[src/hw/add_exec_pkg.sv]
package add_exec_pkg;

  // ****************************************
  // opcode patterns and field positions
  // ****************************************
  localparam logic [7:0]  LIT_ADD_TOP     = 8'h0f;
  localparam logic [5:0]  FILE_ADD_TOP    = 6'h09;
  localparam int          TOP_BYTE_LSB    = 8;
  localparam int          FILE_TOP_LSB    = 10;
  localparam int          DEST_BIT        = 9;
  localparam int          ACCESS_BIT      = 8;

  // ****************************************
  // addressing
  // ****************************************
  localparam logic [7:0]  INDEXED_MAX     = 8'h5f;
  localparam logic [7:0]  ACCESS_SPLIT    = 8'h60;
  localparam logic [3:0]  ACCESS_LOW_BANK = 4'h0;
  localparam logic [3:0]  ACCESS_HI_BANK  = 4'hf;

  // ****************************************
  // reset values
  // ****************************************
  localparam logic [7:0]  ACCUM_RESET     = 8'h00;
  localparam logic [11:0] ADDR_RESET      = 12'h000;

  // four phases of one instruction cycle
  typedef enum logic [1:0] {
    PH_DECODE,
    PH_READ,
    PH_PROCESS,
    PH_WRITE
  } phase_t;

endpackage

[src/hw/add_instruction_execute.sv]
// Operation
// - literal add: accumulator plus literal, five flags
// - file add: sum to accumulator or register
// - access bit picks access bank or bank
// - extended set, access bit clear, low address: indexed offset
`timescale 1ns/1ps
`default_nettype none

module add_instruction_execute
  import add_exec_pkg::*;
(
  // clock and reset
  input  wire logic        i_clk,
  input  wire logic        i_rst_n,
  // instruction word
  input  wire logic [15:0] i_instr,
  input  wire logic        i_instr_valid,
  output logic             o_instr_ready,
  // core configuration
  input  wire logic        i_ext_set_en,
  input  wire logic [3:0]  i_bank_ptr,
  input  wire logic [11:0] i_index_base,
  // data memory port
  output logic             o_mem_re,
  output logic             o_mem_we,
  output logic [11:0]      o_mem_addr,
  output logic [7:0]       o_mem_wdata,
  input  wire logic [7:0]  i_mem_rdata,
  // accumulator and flags
  output logic [7:0]       o_accum,
  output logic             o_flag_we,
  output logic             o_flag_neg,
  output logic             o_flag_signed_wrap,
  output logic             o_flag_carry,
  output logic             o_flag_nibble_carry,
  output logic             o_flag_zero
);

  // ****************************************
  // phase sequencer
  // ****************************************
  phase_t phase;
  phase_t next_phase;

  always_comb begin
    case (phase)
      PH_DECODE:  next_phase = PH_READ;
      PH_READ:    next_phase = PH_PROCESS;
      PH_PROCESS: next_phase = PH_WRITE;
      default:    next_phase = PH_DECODE;
    endcase
  end

  // free running so every instruction takes exactly four phases
  always_ff @(posedge i_clk) begin
    if (!i_rst_n) begin
      phase <= PH_DECODE;
    end else begin
      phase <= next_phase;
    end
  end

  // ****************************************
  // decode
  // ****************************************
  wire [7:0] f_addr     = i_instr[7:0];
  wire       is_lit_dec = (i_instr[15:TOP_BYTE_LSB] == LIT_ADD_TOP);
  wire       is_fil_dec = (i_instr[15:FILE_TOP_LSB] == FILE_ADD_TOP);
  wire       take       = (phase == PH_DECODE) && i_instr_valid;
  wire       use_index  = i_ext_set_en && !i_instr[ACCESS_BIT]
                          && (f_addr <= INDEXED_MAX);
  wire [3:0] acc_bank   = (f_addr < ACCESS_SPLIT) ? ACCESS_LOW_BANK : ACCESS_HI_BANK;
  wire [11:0] idx_addr  = i_index_base + {4'h0, f_addr};
  wire [11:0] bank_addr = {i_bank_ptr, f_addr};
  wire [11:0] accs_addr = {acc_bank, f_addr};
  wire [11:0] next_addr = use_index ? idx_addr
                        : (i_instr[ACCESS_BIT] ? bank_addr
                                               : accs_addr);

  assign o_instr_ready = (phase == PH_DECODE);

  logic       op_lit;
  logic       op_file;
  logic       dest_file;
  logic [7:0] literal;

  always_ff @(posedge i_clk) begin
    if (!i_rst_n) begin
      op_lit     <= 1'b0;
      op_file    <= 1'b0;
      dest_file  <= 1'b0;
      literal    <= 8'h00;
      o_mem_addr <= ADDR_RESET;
    end else if (phase == PH_DECODE) begin
      op_lit    <= take && is_lit_dec;
      op_file   <= take && is_fil_dec;
      dest_file <= i_instr[DEST_BIT];
      literal   <= i_instr[7:0];
      if (take && is_fil_dec) begin
        o_mem_addr <= next_addr;
      end
    end
  end

  // ****************************************
  // operand read and process
  // ****************************************
  // memory answers one cycle after the read strobe
  // strobes gated by reset: phase regs only clear at the next clock edge
  assign o_mem_re = (phase == PH_READ) && op_file && i_rst_n;

  wire [7:0] operand = op_lit ? literal : i_mem_rdata;
  wire [7:0] sum;
  wire       c_sum;
  wire       dc_sum;
  wire       ov_sum;
  wire       n_sum;
  wire       z_sum;

  add8_flags adder (
    .i_a            (o_accum),
    .i_b            (operand),
    .o_sum          (sum),
    .o_carry        (c_sum),
    .o_nibble_carry (dc_sum),
    .o_signed_wrap  (ov_sum),
    .o_neg          (n_sum),
    .o_zero         (z_sum)
  );

  logic [7:0] result;
  logic [4:0] flags;

  always_ff @(posedge i_clk) begin
    if (!i_rst_n) begin
      result <= 8'h00;
      flags  <= 5'h00;
    end else if (phase == PH_PROCESS) begin
      result <= sum;
      flags  <= {n_sum, ov_sum, c_sum, dc_sum, z_sum};
    end
  end

  // ****************************************
  // write to destination
  // ****************************************
  wire wr_phase  = (phase == PH_WRITE);
  wire acc_write = wr_phase && (op_lit || (op_file && !dest_file));

  assign o_mem_we  = wr_phase && op_file && dest_file && i_rst_n;
  assign o_flag_we = wr_phase && (op_lit || op_file) && i_rst_n;

  assign o_mem_wdata         = result;
  assign o_flag_neg          = flags[4];
  assign o_flag_signed_wrap  = flags[3];
  assign o_flag_carry        = flags[2];
  assign o_flag_nibble_carry = flags[1];
  assign o_flag_zero         = flags[0];

  always_ff @(posedge i_clk) begin
    if (!i_rst_n) begin
      o_accum <= ACCUM_RESET;
    end else if (acc_write) begin
      o_accum <= result;
    end
  end

  // ****************************************
  // checks
  // ****************************************
  AST_LIT_SUM: assert property (@(posedge i_clk) disable iff (!i_rst_n)
    (take && is_lit_dec) |-> ##4
      (o_accum == 8'($past(o_accum, 4) + $past(i_instr[7:0], 4))))
    else $error("literal add left wrong accumulator");

  AST_FILE_TO_REG: assert property (@(posedge i_clk) disable iff (!i_rst_n)
    (take && is_fil_dec && i_instr[DEST_BIT]) |-> ##3
      (o_mem_we && o_flag_we && o_mem_wdata == 8'(o_accum + $past(i_mem_rdata, 1))))
    else $error("file add did not write register sum");

  AST_FILE_TO_ACC: assert property (@(posedge i_clk) disable iff (!i_rst_n)
    (take && is_fil_dec && !i_instr[DEST_BIT]) |-> ##3 (!o_mem_we) ##1
      (o_accum == $past(o_mem_wdata, 1)))
    else $error("file add to accumulator misrouted");

  AST_BANK_SEL: assert property (@(posedge i_clk) disable iff (!i_rst_n)
    (take && is_fil_dec && i_instr[ACCESS_BIT]) |=>
      (o_mem_addr == {$past(i_bank_ptr), $past(i_instr[7:0])}))
    else $error("bank address wrong");

  AST_ACCESS_SEL: assert property (@(posedge i_clk) disable iff (!i_rst_n)
    (take && is_fil_dec && !i_instr[ACCESS_BIT]
     && !(i_ext_set_en && i_instr[7:0] <= INDEXED_MAX)) |=>
      (o_mem_addr[7:0] == $past(i_instr[7:0])
       && o_mem_addr[11:8] == (($past(i_instr[7:0]) < ACCESS_SPLIT) ? ACCESS_LOW_BANK
                                                                    : ACCESS_HI_BANK)))
    else $error("access bank address wrong");

  AST_INDEXED: assert property (@(posedge i_clk) disable iff (!i_rst_n)
    (take && is_fil_dec && i_ext_set_en && !i_instr[ACCESS_BIT]
     && i_instr[7:0] <= INDEXED_MAX) |=>
      (o_mem_addr == 12'($past(i_index_base) + {4'h0, $past(i_instr[7:0])})))
    else $error("indexed offset address wrong");

  AST_FOUR_PHASE: assert property (@(posedge i_clk) disable iff (!i_rst_n)
    (take && (is_lit_dec || is_fil_dec)) |-> !o_flag_we [*3] ##1 o_flag_we ##1
      (o_instr_ready && !o_flag_we))
    else $error("add did not finish in four phases");

  AST_READ_PHASE: assert property (@(posedge i_clk) disable iff (!i_rst_n)
    (take && is_fil_dec) |=> o_mem_re ##1 !o_mem_re)
    else $error("operand read not in second phase");

  AST_LIT_NO_MEM: assert property (@(posedge i_clk) disable iff (!i_rst_n)
    (take && is_lit_dec) |=> !o_mem_re ##2 (!o_mem_we && o_flag_we))
    else $error("literal add touched data memory");

  AST_RESET_QUIET: assert property (@(posedge i_clk)
    !i_rst_n |-> (!o_mem_we && !o_flag_we) ##1
      (o_instr_ready && o_accum == ACCUM_RESET && o_mem_addr == ADDR_RESET))
    else $error("reset did not quiet the sequencer");

endmodule

`default_nettype wire

[src/hw/add8_flags.sv]
`timescale 1ns/1ps
`default_nettype none

module add8_flags (
  // operands
  input  wire logic [7:0] i_a,
  input  wire logic [7:0] i_b,
  // sum and flags
  output logic      [7:0] o_sum,
  output logic            o_carry,
  output logic            o_nibble_carry,
  output logic            o_signed_wrap,
  output logic            o_neg,
  output logic            o_zero
);

  wire [8:0] full_sum = {1'b0, i_a} + {1'b0, i_b};
  wire [4:0] low_sum  = {1'b0, i_a[3:0]} + {1'b0, i_b[3:0]};

  assign o_sum          = full_sum[7:0];
  assign o_carry        = full_sum[8];
  assign o_nibble_carry = low_sum[4];
  // wrap only when both operands share a sign the sum lacks
  assign o_signed_wrap  = (i_a[7] == i_b[7]) && (full_sum[7] != i_a[7]);
  assign o_neg          = full_sum[7];
  assign o_zero         = (full_sum[7:0] == 8'h00);

endmodule

`default_nettype wire

[config.mk]
export PLATFORM = sky130hd
export DESIGN_NAME = add_instruction_execute
export DESIGN_NICKNAME = d
export VERILOG_FILES = /design/src/hw/add_exec_pkg.sv /design/src/hw/add_instruction_execute.sv /design/src/hw/add8_flags.sv
export SDC_FILE = /design/constraint.sdc
export NUM_CORES = 1
export LEC_CHECK = 0
export BUFFER_PORTS_ARGS = -buffer_cell sky130_fd_sc_hd__clkbuf_2
export CORE_MARGIN = 8
export CORE_UTILIZATION = 57
export CTS_BUF_LIST = sky130_fd_sc_hd__clkbuf_8 sky130_fd_sc_hd__clkbuf_16
export DETAILED_ROUTE_END_ITERATION = 8
export GPL_ROUTABILITY_DRIVEN = 0
export PLACE_DENSITY = 0.91
export SETUP_SLACK_MARGIN = 0.05
export SLEW_MARGIN = 5
export SYNTH_ARGS = -nofsm -noshare
export SYNTH_HDL_FRONTEND = slang
export SYNTH_HIERARCHICAL = 1
export SYNTH_SLANG_ARGS = --single-unit
[constraint.sdc]
create_clock -name i_clk -period 4.47 [get_ports i_clk]
set_input_delay 0.2235 -clock i_clk [delete_from_list [all_inputs] [get_ports i_clk]]
set_output_delay 0.2235 -clock i_clk [all_outputs]
set_load 0.01 [all_outputs]
# --- Yosys cells after proc, flatten, opt, wreduce, memory -nomap -nowiden ---
# Cells that the tools add are included.
word_totals:
  ff_bits: 46
  latchBits: 0
  ram_bits: 0
  rom_bits: 0
  inputBits: 44
  out_inout_bits: 37
  elab_cells: 48
  n_memories: 0
classes:
  add_sub_neg: 3
  mul: 0
  div: 0
  n_lt_le_gt_ge: 2
  eq_ne: 7
  shift: 0
  muxes: 5
  bitwise_logic: 0
  n_reduce_logical: 22
op_table:
  columns: ["operator", "n"]
  rows:
  - ["$mux 12", 2]
  - ["$logic_and 1x1->1", 15]
  - ["$add 12x8->12", 1]
  - ["$add 8x8->9", 1]
  - ["$eq 8x4->1 const B", 1]
  - ["$le 8x7->1 const B", 1]
  - ["$logic_not 8->1", 1]
  - ["$lt 8x7->1 const B", 1]
  - ["$mux 8", 1]
  - ["$eq 6x4->1 const B", 1]
  - ["$pmux 2 s3", 1]
  - ["$add 4x4->5", 1]
  - ["$eq 2x2->1 const B", 2]
  - ["$mux 4", 1]
  - ["$eq 2x1->1 const B", 1]
  - ["$logic_not 1->1", 2]
  - ["$logic_not 2->1", 1]
  - ["$logic_or 1x1->1", 2]
  - ["$reduce_and 2->1", 1]
  - ["$eq 1x1->1", 1]
  - ["$ne 1x1->1", 1]

# --- Longest topological paths before layout ---
# Gate-level depths: netlist of run 1.
logic_depth:
  word_depth: 4
  depth_mapped: 12
  depth_no_buf: 11

# --- Hierarchy ---
# The synthesis of run 1 kept the hierarchy.
modules_own_cells:
  columns: ["mod", "instances", "cells_each", "area_each_um2", "seq_area_each_um2"]
  rows:
  - ["add_instruction_execute", 1, 264, 2514.9, 920.9]
  - ["add8_flags", 1, 53, 414.1, 0.0]

# --- Worst setup path before layout of run 1 ---
# OpenSTA, ideal clock, no wires.
synth_timing:
  path_type: "register to register"
  from: "register op_lit"
  to: "register flags[0]"
  setup_time_ns: 0.065
  arrival_time_ns: 2.751
  path_slack_ns: 1.654
  stages_incl_launch_ff: 11
  n_path_buf: 1
  period_less_slack_ns: 2.816
  path_cell_list: "dfxtp_1 clkbuf_1 mux2_2 ha_1 a21o_1 a31o_1 a221o_1 a211o_1 nor4b_2 mux2i_1 nor2_1"
synth_between:
  elab_chain_len: 3
synth_rtl:
  columns: ["element", "line", "source"]
  rows:
  - ["start, declared", "add_instruction_execute.sv:82", "logic op_lit;"]
  - ["start signal, assigned", "add_instruction_execute.sv:95", "op_lit <= take && is_lit_dec;"]
  - ["$mux 8", "add_instruction_execute.sv:112", "wire [7:0] operand = op_lit ? literal : i_mem_rdata;"]
  - ["named net operand[5]", "add_instruction_execute.sv:112", null]
  - ["$add 8x8->9", "add8_flags.sv:17", "wire [8:0] full_sum = {1'b0, i_a} + {1'b0, i_b};"]
  - ["named net n_sum", "add_instruction_execute.sv:117", "wire n_sum;"]
  - ["$logic_not 8->1", "add8_flags.sv:26", "assign o_zero = (full_sum[7:0] == 8'h00);"]
  - ["named net z_sum", "add_instruction_execute.sv:118", "wire z_sum;"]
  - ["end signal, assigned", "add_instruction_execute.sv:140", "flags <= {n_sum, ov_sum, c_sum, dc_sum, z_sum};"]
  - ["end, declared", "add_instruction_execute.sv:132", "logic [4:0] flags;"]
# The timed path passes the listed nets, and every way through them passes these cells.
# A chain may end at the register's enable or synchronous reset.

# --- Worst setup path in the final report of run 1 ---
layout_timing:
  from: "register op_lit"
  to: "register flags[0]"
layout_between:
  elab_chain_len: 3
layout_rtl:
  columns: ["element", "line"]
  rows:
  - ["$mux 8", "add_instruction_execute.sv:112"]
  - ["named net operand[0]", "add_instruction_execute.sv:112"]
  - ["$add 8x8->9", "add8_flags.sv:17"]
  - ["$logic_not 8->1", "add8_flags.sv:26"]
  - ["named net z_sum", "add_instruction_execute.sv:118"]
# The timed path passes the listed nets, and every way through them passes these cells.

==> reports/summary.txt, run 1 <==
Wire length per cell - 16.6 µm
Endpoints failing setup - 0
Post-Route WL - 7650 µm
TritonCTS clock tree - yes
Syn_nets - 384
Ports - 81
CTS resizes - 0
Slew HR - 44.8%
Fin util - 68.2%
Gate power share - 32.4%
Setup TNS - 0 ns
Vias in the first global route - 2606
Worst Setup Start Kind - flop
CTS H-tree depth - 2
Num CTS Buffers - 5
Status - finished, final reports clean
Post-DP Area - 3350 µm²
Post-synth ARST share - 0%
Routed Antenna Nets - 0
EDFF count, synth - 0
Pint - 0.742 mW
CTS Buffer Depth - 2
Post-CTS Setup Inserts - 0
Syn Inst Count - 317
I/O Buffers - 80
Clock root buffer - clkbuf_8
Initial core utilization - 58.1%
Die area - 7690 µm²
Fin. Hold Viols - 0
Pre-Repair DR Iteration Count - 4
Tcrit/Tclk final - 69.1%
Total GRT Usage - 19.9%
Yosys top cell by area - dfxtp_1
Library cells used by synthesis - 58
Most numerous cell in the Yosys netlist - dfxtp_1
Final clock skew - 0.00787 ns
First-pass GRT wire length - 12200 µm
GRT overflow - 0
Critical Path RT - 4.71 ns
Synthesized area per cell - 9.24 µm²
Leak pwr - 1.66 nW
CP endpoint kind - flop
Post-synthesis register bit count - 46
Initial antenna violation count - 0
Flop2flop setup slack - 1.38 ns
Clock power share - 23.8%
Largest net degree at the start of global routing - 36
Seq pwr share - 43.8%
Detailed placement HPWL - 5870 µm
Clock-pin slew of the registers on the worst-case setup and hold paths - 0.10 ns
Final nets - 457
Chip height - 87.7 µm
End of the worst hold path - o_mem_addr[2]
MaxCap Viol Count - 0
DR iter-0 viols - 135
HP Start - i_instr[2]
Total power after layout - 1.13 mW
Core Area - 5040 µm²
Final Instance Area - 3440 µm²
Clock Latency Late Sink - 0.30 ns
Hold Slack - 0.209 ns
Fmax - 324 MHz
Post-Layout Cell Count - 461
# diodes - 0
Synth-to-Final Area Change - 17.4%
CTS sink count - 46
Pre-CTS WS - 1.41 ns
Post-synth top cells - dfxtp_1 (46), mux2i_1 (31), nor2_1 (24), ha_1 (21), nor2b_1 (19)
Fraction of layout cells with a size suffix above 1 - 27.4%
# placed instances - 453
Netlist Area Pre-Place - 2930 µm²
Reg2Reg Launch Point - op_lit
Via count - 2645
Pwr dens - 329 nW/µm²
Synth Flop Type - dfxtp_1
Post-cts hold buffer count - 0
HP Class - primary input to flop
Hold path depth - 3
Yosys warnings - 6
Crit path arrival time - 3.33 ns
Count of pins over their slew limit - 0
Worst-margin pin slew - 0.827 ns
Seq/Total Area, Yosys - 31.4%
Die Wd - 87.7 µm
Sw Share - 34.4%
Crit Path Max Fanout - 11
Switch Pwr - 0.388 mW
Final Worst Setup Slack - 1.38 ns
Post-synth top area share - 31.4%
Crit path time final - 3.09 ns
Reg2reg path depth - 11
Peak VDD IR - 0.257 mV
RSZ-0062 raised after global routing - false
RR Endpoint - flags[0]
Vias per cell - 5.74
Row count - 26
DRC viols - 0
Area contributors post-synth - dfxtp_1 (31%), mux2i_1 (11%), ha_1 (9.0%)
Kind of critical path - flop to flop
layout by cell type (no fill, tap or decap), drive strengths merged, types with 3 or more instances in the layout:
| master | count |
|---|---|
| clkbuf | 85 |
| dfxtp | 46 |
| mux2i | 31 |
| nor2 | 24 |
| ha | 21 |
| nor2b | 19 |
| a21oi | 19 |
| nand2 | 15 |
| inv | 15 |
| o21ai | 14 |
| mux2 | 8 |
| nor3 | 8 |
| o21a | 8 |
| a21o | 6 |
| o211ai | 6 |
| and3 | 5 |
| xnor2 | 5 |
| and2 | 4 |
| nor4b | 4 |
| o211a | 3 |
| a211o | 3 |
| nand2b | 3 |
power groups by stage:
stage | Clock, mW | Sequential (mW) | Combinational (mW)
after floorplan | 0 | 0.504 | 0.261
after global placement | 0 | 0.502 | 0.348
after detailed placement | 0 | 0.504 | 0.363
after CTS | 0.273 | 0.495 | 0.366
after global routing | 0.288 | 0.503 | 0.397
final | 0.269 | 0.495 | 0.366
sequential cells by signal, indices dropped and copies added (netlist names):
name	flops
literal	8
dest_file	1
op_lit	1
o_mem_addr	12
o_mem_wdata	8
o_accum	8
phase	2
flags	5
op_file	1
cell families (layout without fill, tap and decap cells):
kind of cell / after synthesis / count (layout) / synth area share [%]
and+or+nand+nor: 95 / 95 / 18.5
adders and majority gates: 23 / 23 / 10.3
muxes: 39 / 39 / 13.7
DFF: 46 / 46 / 31.4
buffers and inverters: 28 / 102 / 4.23
AOI/OAI and AO/OA: 79 / 79 / 19.8
xor gates and xnor gates: 7 / 7 / 2.09
critical path, cell delays in order, from the launching register on:
cell and delay (ns):
dfxtp_1 0.62, mux2_2 0.39, ha_1 0.21, inv_1 0.08
fa_1 0.21, nor2b_1 0.07, o21a_1 0.18, or3_1 0.32
a2111oi_0 0.45, nor4b_2 0.26, mux2i_1 0.11, nor2_1 0.12
per-layer routing:
metal / up-vias / wire length [µm] / track usage, % / share of wire (%)
met2: 110 / 3630 / 33.0 / 47
li1: 1299 / - / - / -
met4: 0 / 110 / 6.09 / 1.4
met5: - / 0 / 0 / 0
met3: 14 / 544 / 4.97 / 7.1
met1: 1222 / 3370 / 24.6 / 44
worst max path at each step:
| stage | start | end | slack (ns) | cells past startpoint |
|---|---|---|---|---|
| 2_1_floorplan | op_lit | flags[0] | 1.65 | 10 |
| 3_3_place_gp | op_lit | flags[0] | 1.65 | 9 |
| 3_5_place_dp | op_lit | flags[0] | 1.41 | 11 |
| 4_1_cts | op_lit | flags[0] | 1.40 | 11 |
| 5_1_grt | op_lit | flags[0] | 1.20 | 11 |
| 6_report | op_lit | flags[0] | 1.38 | 11 |
area by class of cell:
type	count	area [µm²]
inverters	14	52.6
clock inverters	3	25.0
clock buffers	5	68.8
well taps	70	87.6
multi-input cells	243	1880
flip-flops and latches	46	921
repair buffers	80	400
fillers	371	1600
No activity file was read; power rests on OpenSTA's default activity.
==> run 2, diff against run 1 <==
--- a/config.mk
+++ b/config.mk
@@ -7,11 +7,11 @@
 export LEC_CHECK = 0
 export BUFFER_PORTS_ARGS = -buffer_cell sky130_fd_sc_hd__clkbuf_2
 export CORE_MARGIN = 8
-export CORE_UTILIZATION = 57
+export CORE_UTILIZATION = 53
 export CTS_BUF_LIST = sky130_fd_sc_hd__clkbuf_8 sky130_fd_sc_hd__clkbuf_16
 export DETAILED_ROUTE_END_ITERATION = 8
 export GPL_ROUTABILITY_DRIVEN = 0
-export PLACE_DENSITY = 0.91
+export PLACE_DENSITY = 0.86
 export SETUP_SLACK_MARGIN = 0.05
 export SLEW_MARGIN = 5
 export SYNTH_ARGS = -nofsm -noshare
==> constraint.sdc (replaced) <==
create_clock -name i_clk -period 3.1 [get_ports i_clk]
set_input_delay 0.155 -clock i_clk [delete_from_list [all_inputs] [get_ports i_clk]]
set_output_delay 0.155 -clock i_clk [all_outputs]
set_load 0.01 [all_outputs]
==> reports/summary.txt, run 2 (synthesis gave the netlist of run 1 again) <==
Slowest stage delay, CP - 0.44 ns (was 0.62 ns)
Final nets - 460 (was 457)
Count of pins over their slew limit - 0 (unchanged)
Slew HR - 46.6% (was 44.8%)
Reg2reg path depth - 11 (unchanged)
Worst path slowest cell - dfxtp_2 (was dfxtp_1)
Synth-to-Final Area Change - 18.4% (was 17.4%)
CTS sink count - 46 (unchanged)
GRT overflow - 0 (unchanged)
Wire length per cell - 16.4 µm (was 16.6 µm)
RR Endpoint - flags[0] (unchanged)
Fmax - 354 MHz (was 324 MHz)
Row count - 27 (was 26)
CP endpoint kind - flop (unchanged)
Crit path time final - 2.83 ns (was 3.09 ns)
Worst-margin pin slew - 0.801 ns (was 0.827 ns)
CTS Buffer Depth - 2 (unchanged)
CTS resizes - 0 (unchanged)
Post-Route WL - 7650 µm (unchanged)
Detailed placement HPWL - 5960 µm (was 5870 µm)
Core Area - 5440 µm² (was 5040 µm²)
Pre-Repair DR Iteration Count - 4 (unchanged)
CP cell instances - mux2_2, ha_1, inv_1, fa_1, nor2b_1, o21a_1, or3_1, a2111oi_1, nor4b_2, mux2i_1, nor2_1 (was mux2_2, ha_1, inv_1, fa_1, nor2b_1, o21a_1, or3_1, a2111oi_0, nor4b_2, mux2i_1, nor2_1)
Via count - 2707 (was 2645)
I/O Buffers - 80 (unchanged)
Initial antenna violation count - 0 (unchanged)
Fin. Hold Viols - 0 (unchanged)
Reg2Reg Launch Point - op_lit (unchanged)
End of the worst hold path - o_mem_addr[10] (was o_mem_addr[2])
Critical Path RT - 3.33 ns (was 4.71 ns)
Routed Antenna Nets - 0 (unchanged)
Top reg by flops - o_mem_addr (unchanged)
Max FFs per register - 12 (unchanged)
Reg area - 922 µm² (was 921 µm²)
Largest net degree at the start of global routing - 35 (was 36)
DRC viols - 0 (unchanged)
Top routing layer in use - met4 (unchanged)
Met3 Routed Length - 408 µm (was 544 µm)
Flop2flop setup slack - 0.27 ns (was 1.38 ns)
Status - finished, final reports clean (unchanged)
Peak VDD IR - 0.312 mV (was 0.257 mV)
Clock Latency Late Sink - 0.30 ns (about the same)
Commonest non-fill, non-tap cell in the layout - clkbuf_2 (unchanged)
Vias per cell - 5.81 (was 5.74)
Chip height - 90.3 µm (was 87.7 µm)
Vias in the first global route - 2705 (was 2606)
Kind of critical path - flop to flop (unchanged)
Pwr dens - 471 nW/µm² (was 329 nW/µm²)
Endpoints failing setup - 0 (unchanged)
Initial core utilization - 53.9% (was 58.1%)
Leak pwr - 1.68 nW (was 1.66 nW)
Crit Path Max Fanout - 8 (was 11)
Tcrit/Tclk final - 91.2% (was 69.1%)
Setup TNS - 0 ns (unchanged)
CTS H-tree depth - 2 (unchanged)
Die area - 8160 µm² (was 7690 µm²)
Post-Layout Cell Count - 466 (was 461)
First-pass GRT wire length - 12600 µm (was 12200 µm)
TritonCTS clock tree - yes (unchanged)
RSZ-0062 raised after global routing - false (unchanged)
Clock-pin slew of the registers on the worst-case setup and hold paths - 0.09 ns (was 0.10 ns)
Hold path depth - 3 (unchanged)
Post-cts hold buffer count - 0 (unchanged)
Commonest non-fill, non-tap cells in the layout - clkbuf_2 (80), dfxtp_1 (45), mux2i_1 (31), nor2_1 (24), ha_1 (21) (was clkbuf_2 (80), dfxtp_1 (46), mux2i_1 (31), nor2_1 (24), ha_1 (21))
Crit path arrival time - 3.06 ns (was 3.33 ns)
HP Start - i_index_base[10] (was i_instr[2])
DR iter-0 viols - 159 (was 135)
Clock root buffer - clkbuf_8 (unchanged)
# placed instances - 458 (was 453)
Ports - 81 (unchanged)
MaxCap Viol Count - 0 (unchanged)
Die Wd - 90.3 µm (was 87.7 µm)
Fill cells - 494 (was 371)
Fraction of layout cells with a size suffix above 1 - 28.2% (was 27.4%)
HP Class - primary input to flop (unchanged)
# diodes - 0 (unchanged)
Final clock skew - 0.00705 ns (was 0.00787 ns)
Worst Setup Start Kind - flop (unchanged)
Post-CTS Setup Inserts - 0 (unchanged)
Metal-1 WL - 3390 µm (was 3370 µm)
Multi-input gate area - 1890 µm² (was 1880 µm²)
Total GRT Usage - 18.3% (was 19.9%)
Metal2 WL - 3690 µm (was 3630 µm)
Num CTS Buffers - 5 (unchanged)
[run 2: cell types whose count changed in the layout (fill, tap and decap cells not counted), sizes merged]
cell	change
inv	-1
clkbuf	+1
buf	+3
[run 2: layout make-up]
type                    count  share of cell area, %
flip-flops and latches     46                   26.6
multi-input cells         243                   54.4
clock inverters             2                  0.361
well taps                  72                   2.60
inverters                  14                   1.52
repair buffers             83                   12.2
clock buffers               6                   2.38
[run 2: worst max-delay path by stage]
| stage | start | endpoint | slack (ns) | depth (start not counted) |
|---|---|---|---|---|
| after floorplan | op_lit | flags[0] | 0.28 | 10 |
| after global placement | op_lit | flags[0] | 0.37 | 9 |
| after detailed placement | op_lit | flags[0] | 0.22 | 11 |
| after CTS | op_lit | flags[0] | 0.19 | 11 |
| after global routing | op_lit | flags[0] | 0.09 | 11 |
| final | op_lit | flags[0] | 0.27 | 11 |
[run 2: report_power, final]
group | switching, mW | leakage, nW | internal [mW]
clock network | 0.210 | 0.0472 | 0.180
registers | 0.0496 | 0.374 | 0.663
logic | 0.282 | 1.26 | 0.248
[run 2: through the flow]
step                hold WS [ns]  instance area, µm²  utilization [%]  worst slack (ns)  power (mW)
detailed placement         0.440                3370             62.0             0.219        1.25
floorplan                  0.284                2930                -             0.284        1.10
global route               0.132                3470             63.8            0.0857        1.72
finish                     0.131                3470             63.8             0.273        1.63
CTS                        0.125                3470             63.7             0.193        1.64
global placement           0.443                3370             62.0             0.375        1.24
[run 2: critical path, delay by kind of cell, from the launching register on]
| family | cells | cell delay (ns) |
|---|---|---|
| simple gates | 4 | 0.76 |
| buf+inv | 1 | 0.08 |
| mux | 2 | 0.47 |
| compound gates | 2 | 0.61 |
| flops | 1 | 0.44 |
| fa+ha+maj | 2 | 0.40 |
[run 2: routing by layer]
| layer | vias up | GRT usage, % |
|---|---|---|
| met2 | 98 | 31.3 |
| li1 | 1305 | - |
| met4 | 0 | 7.21 |
| met3 | 17 | 3.49 |
| met5 | - | 0 |
| met1 | 1287 | 21.9 |
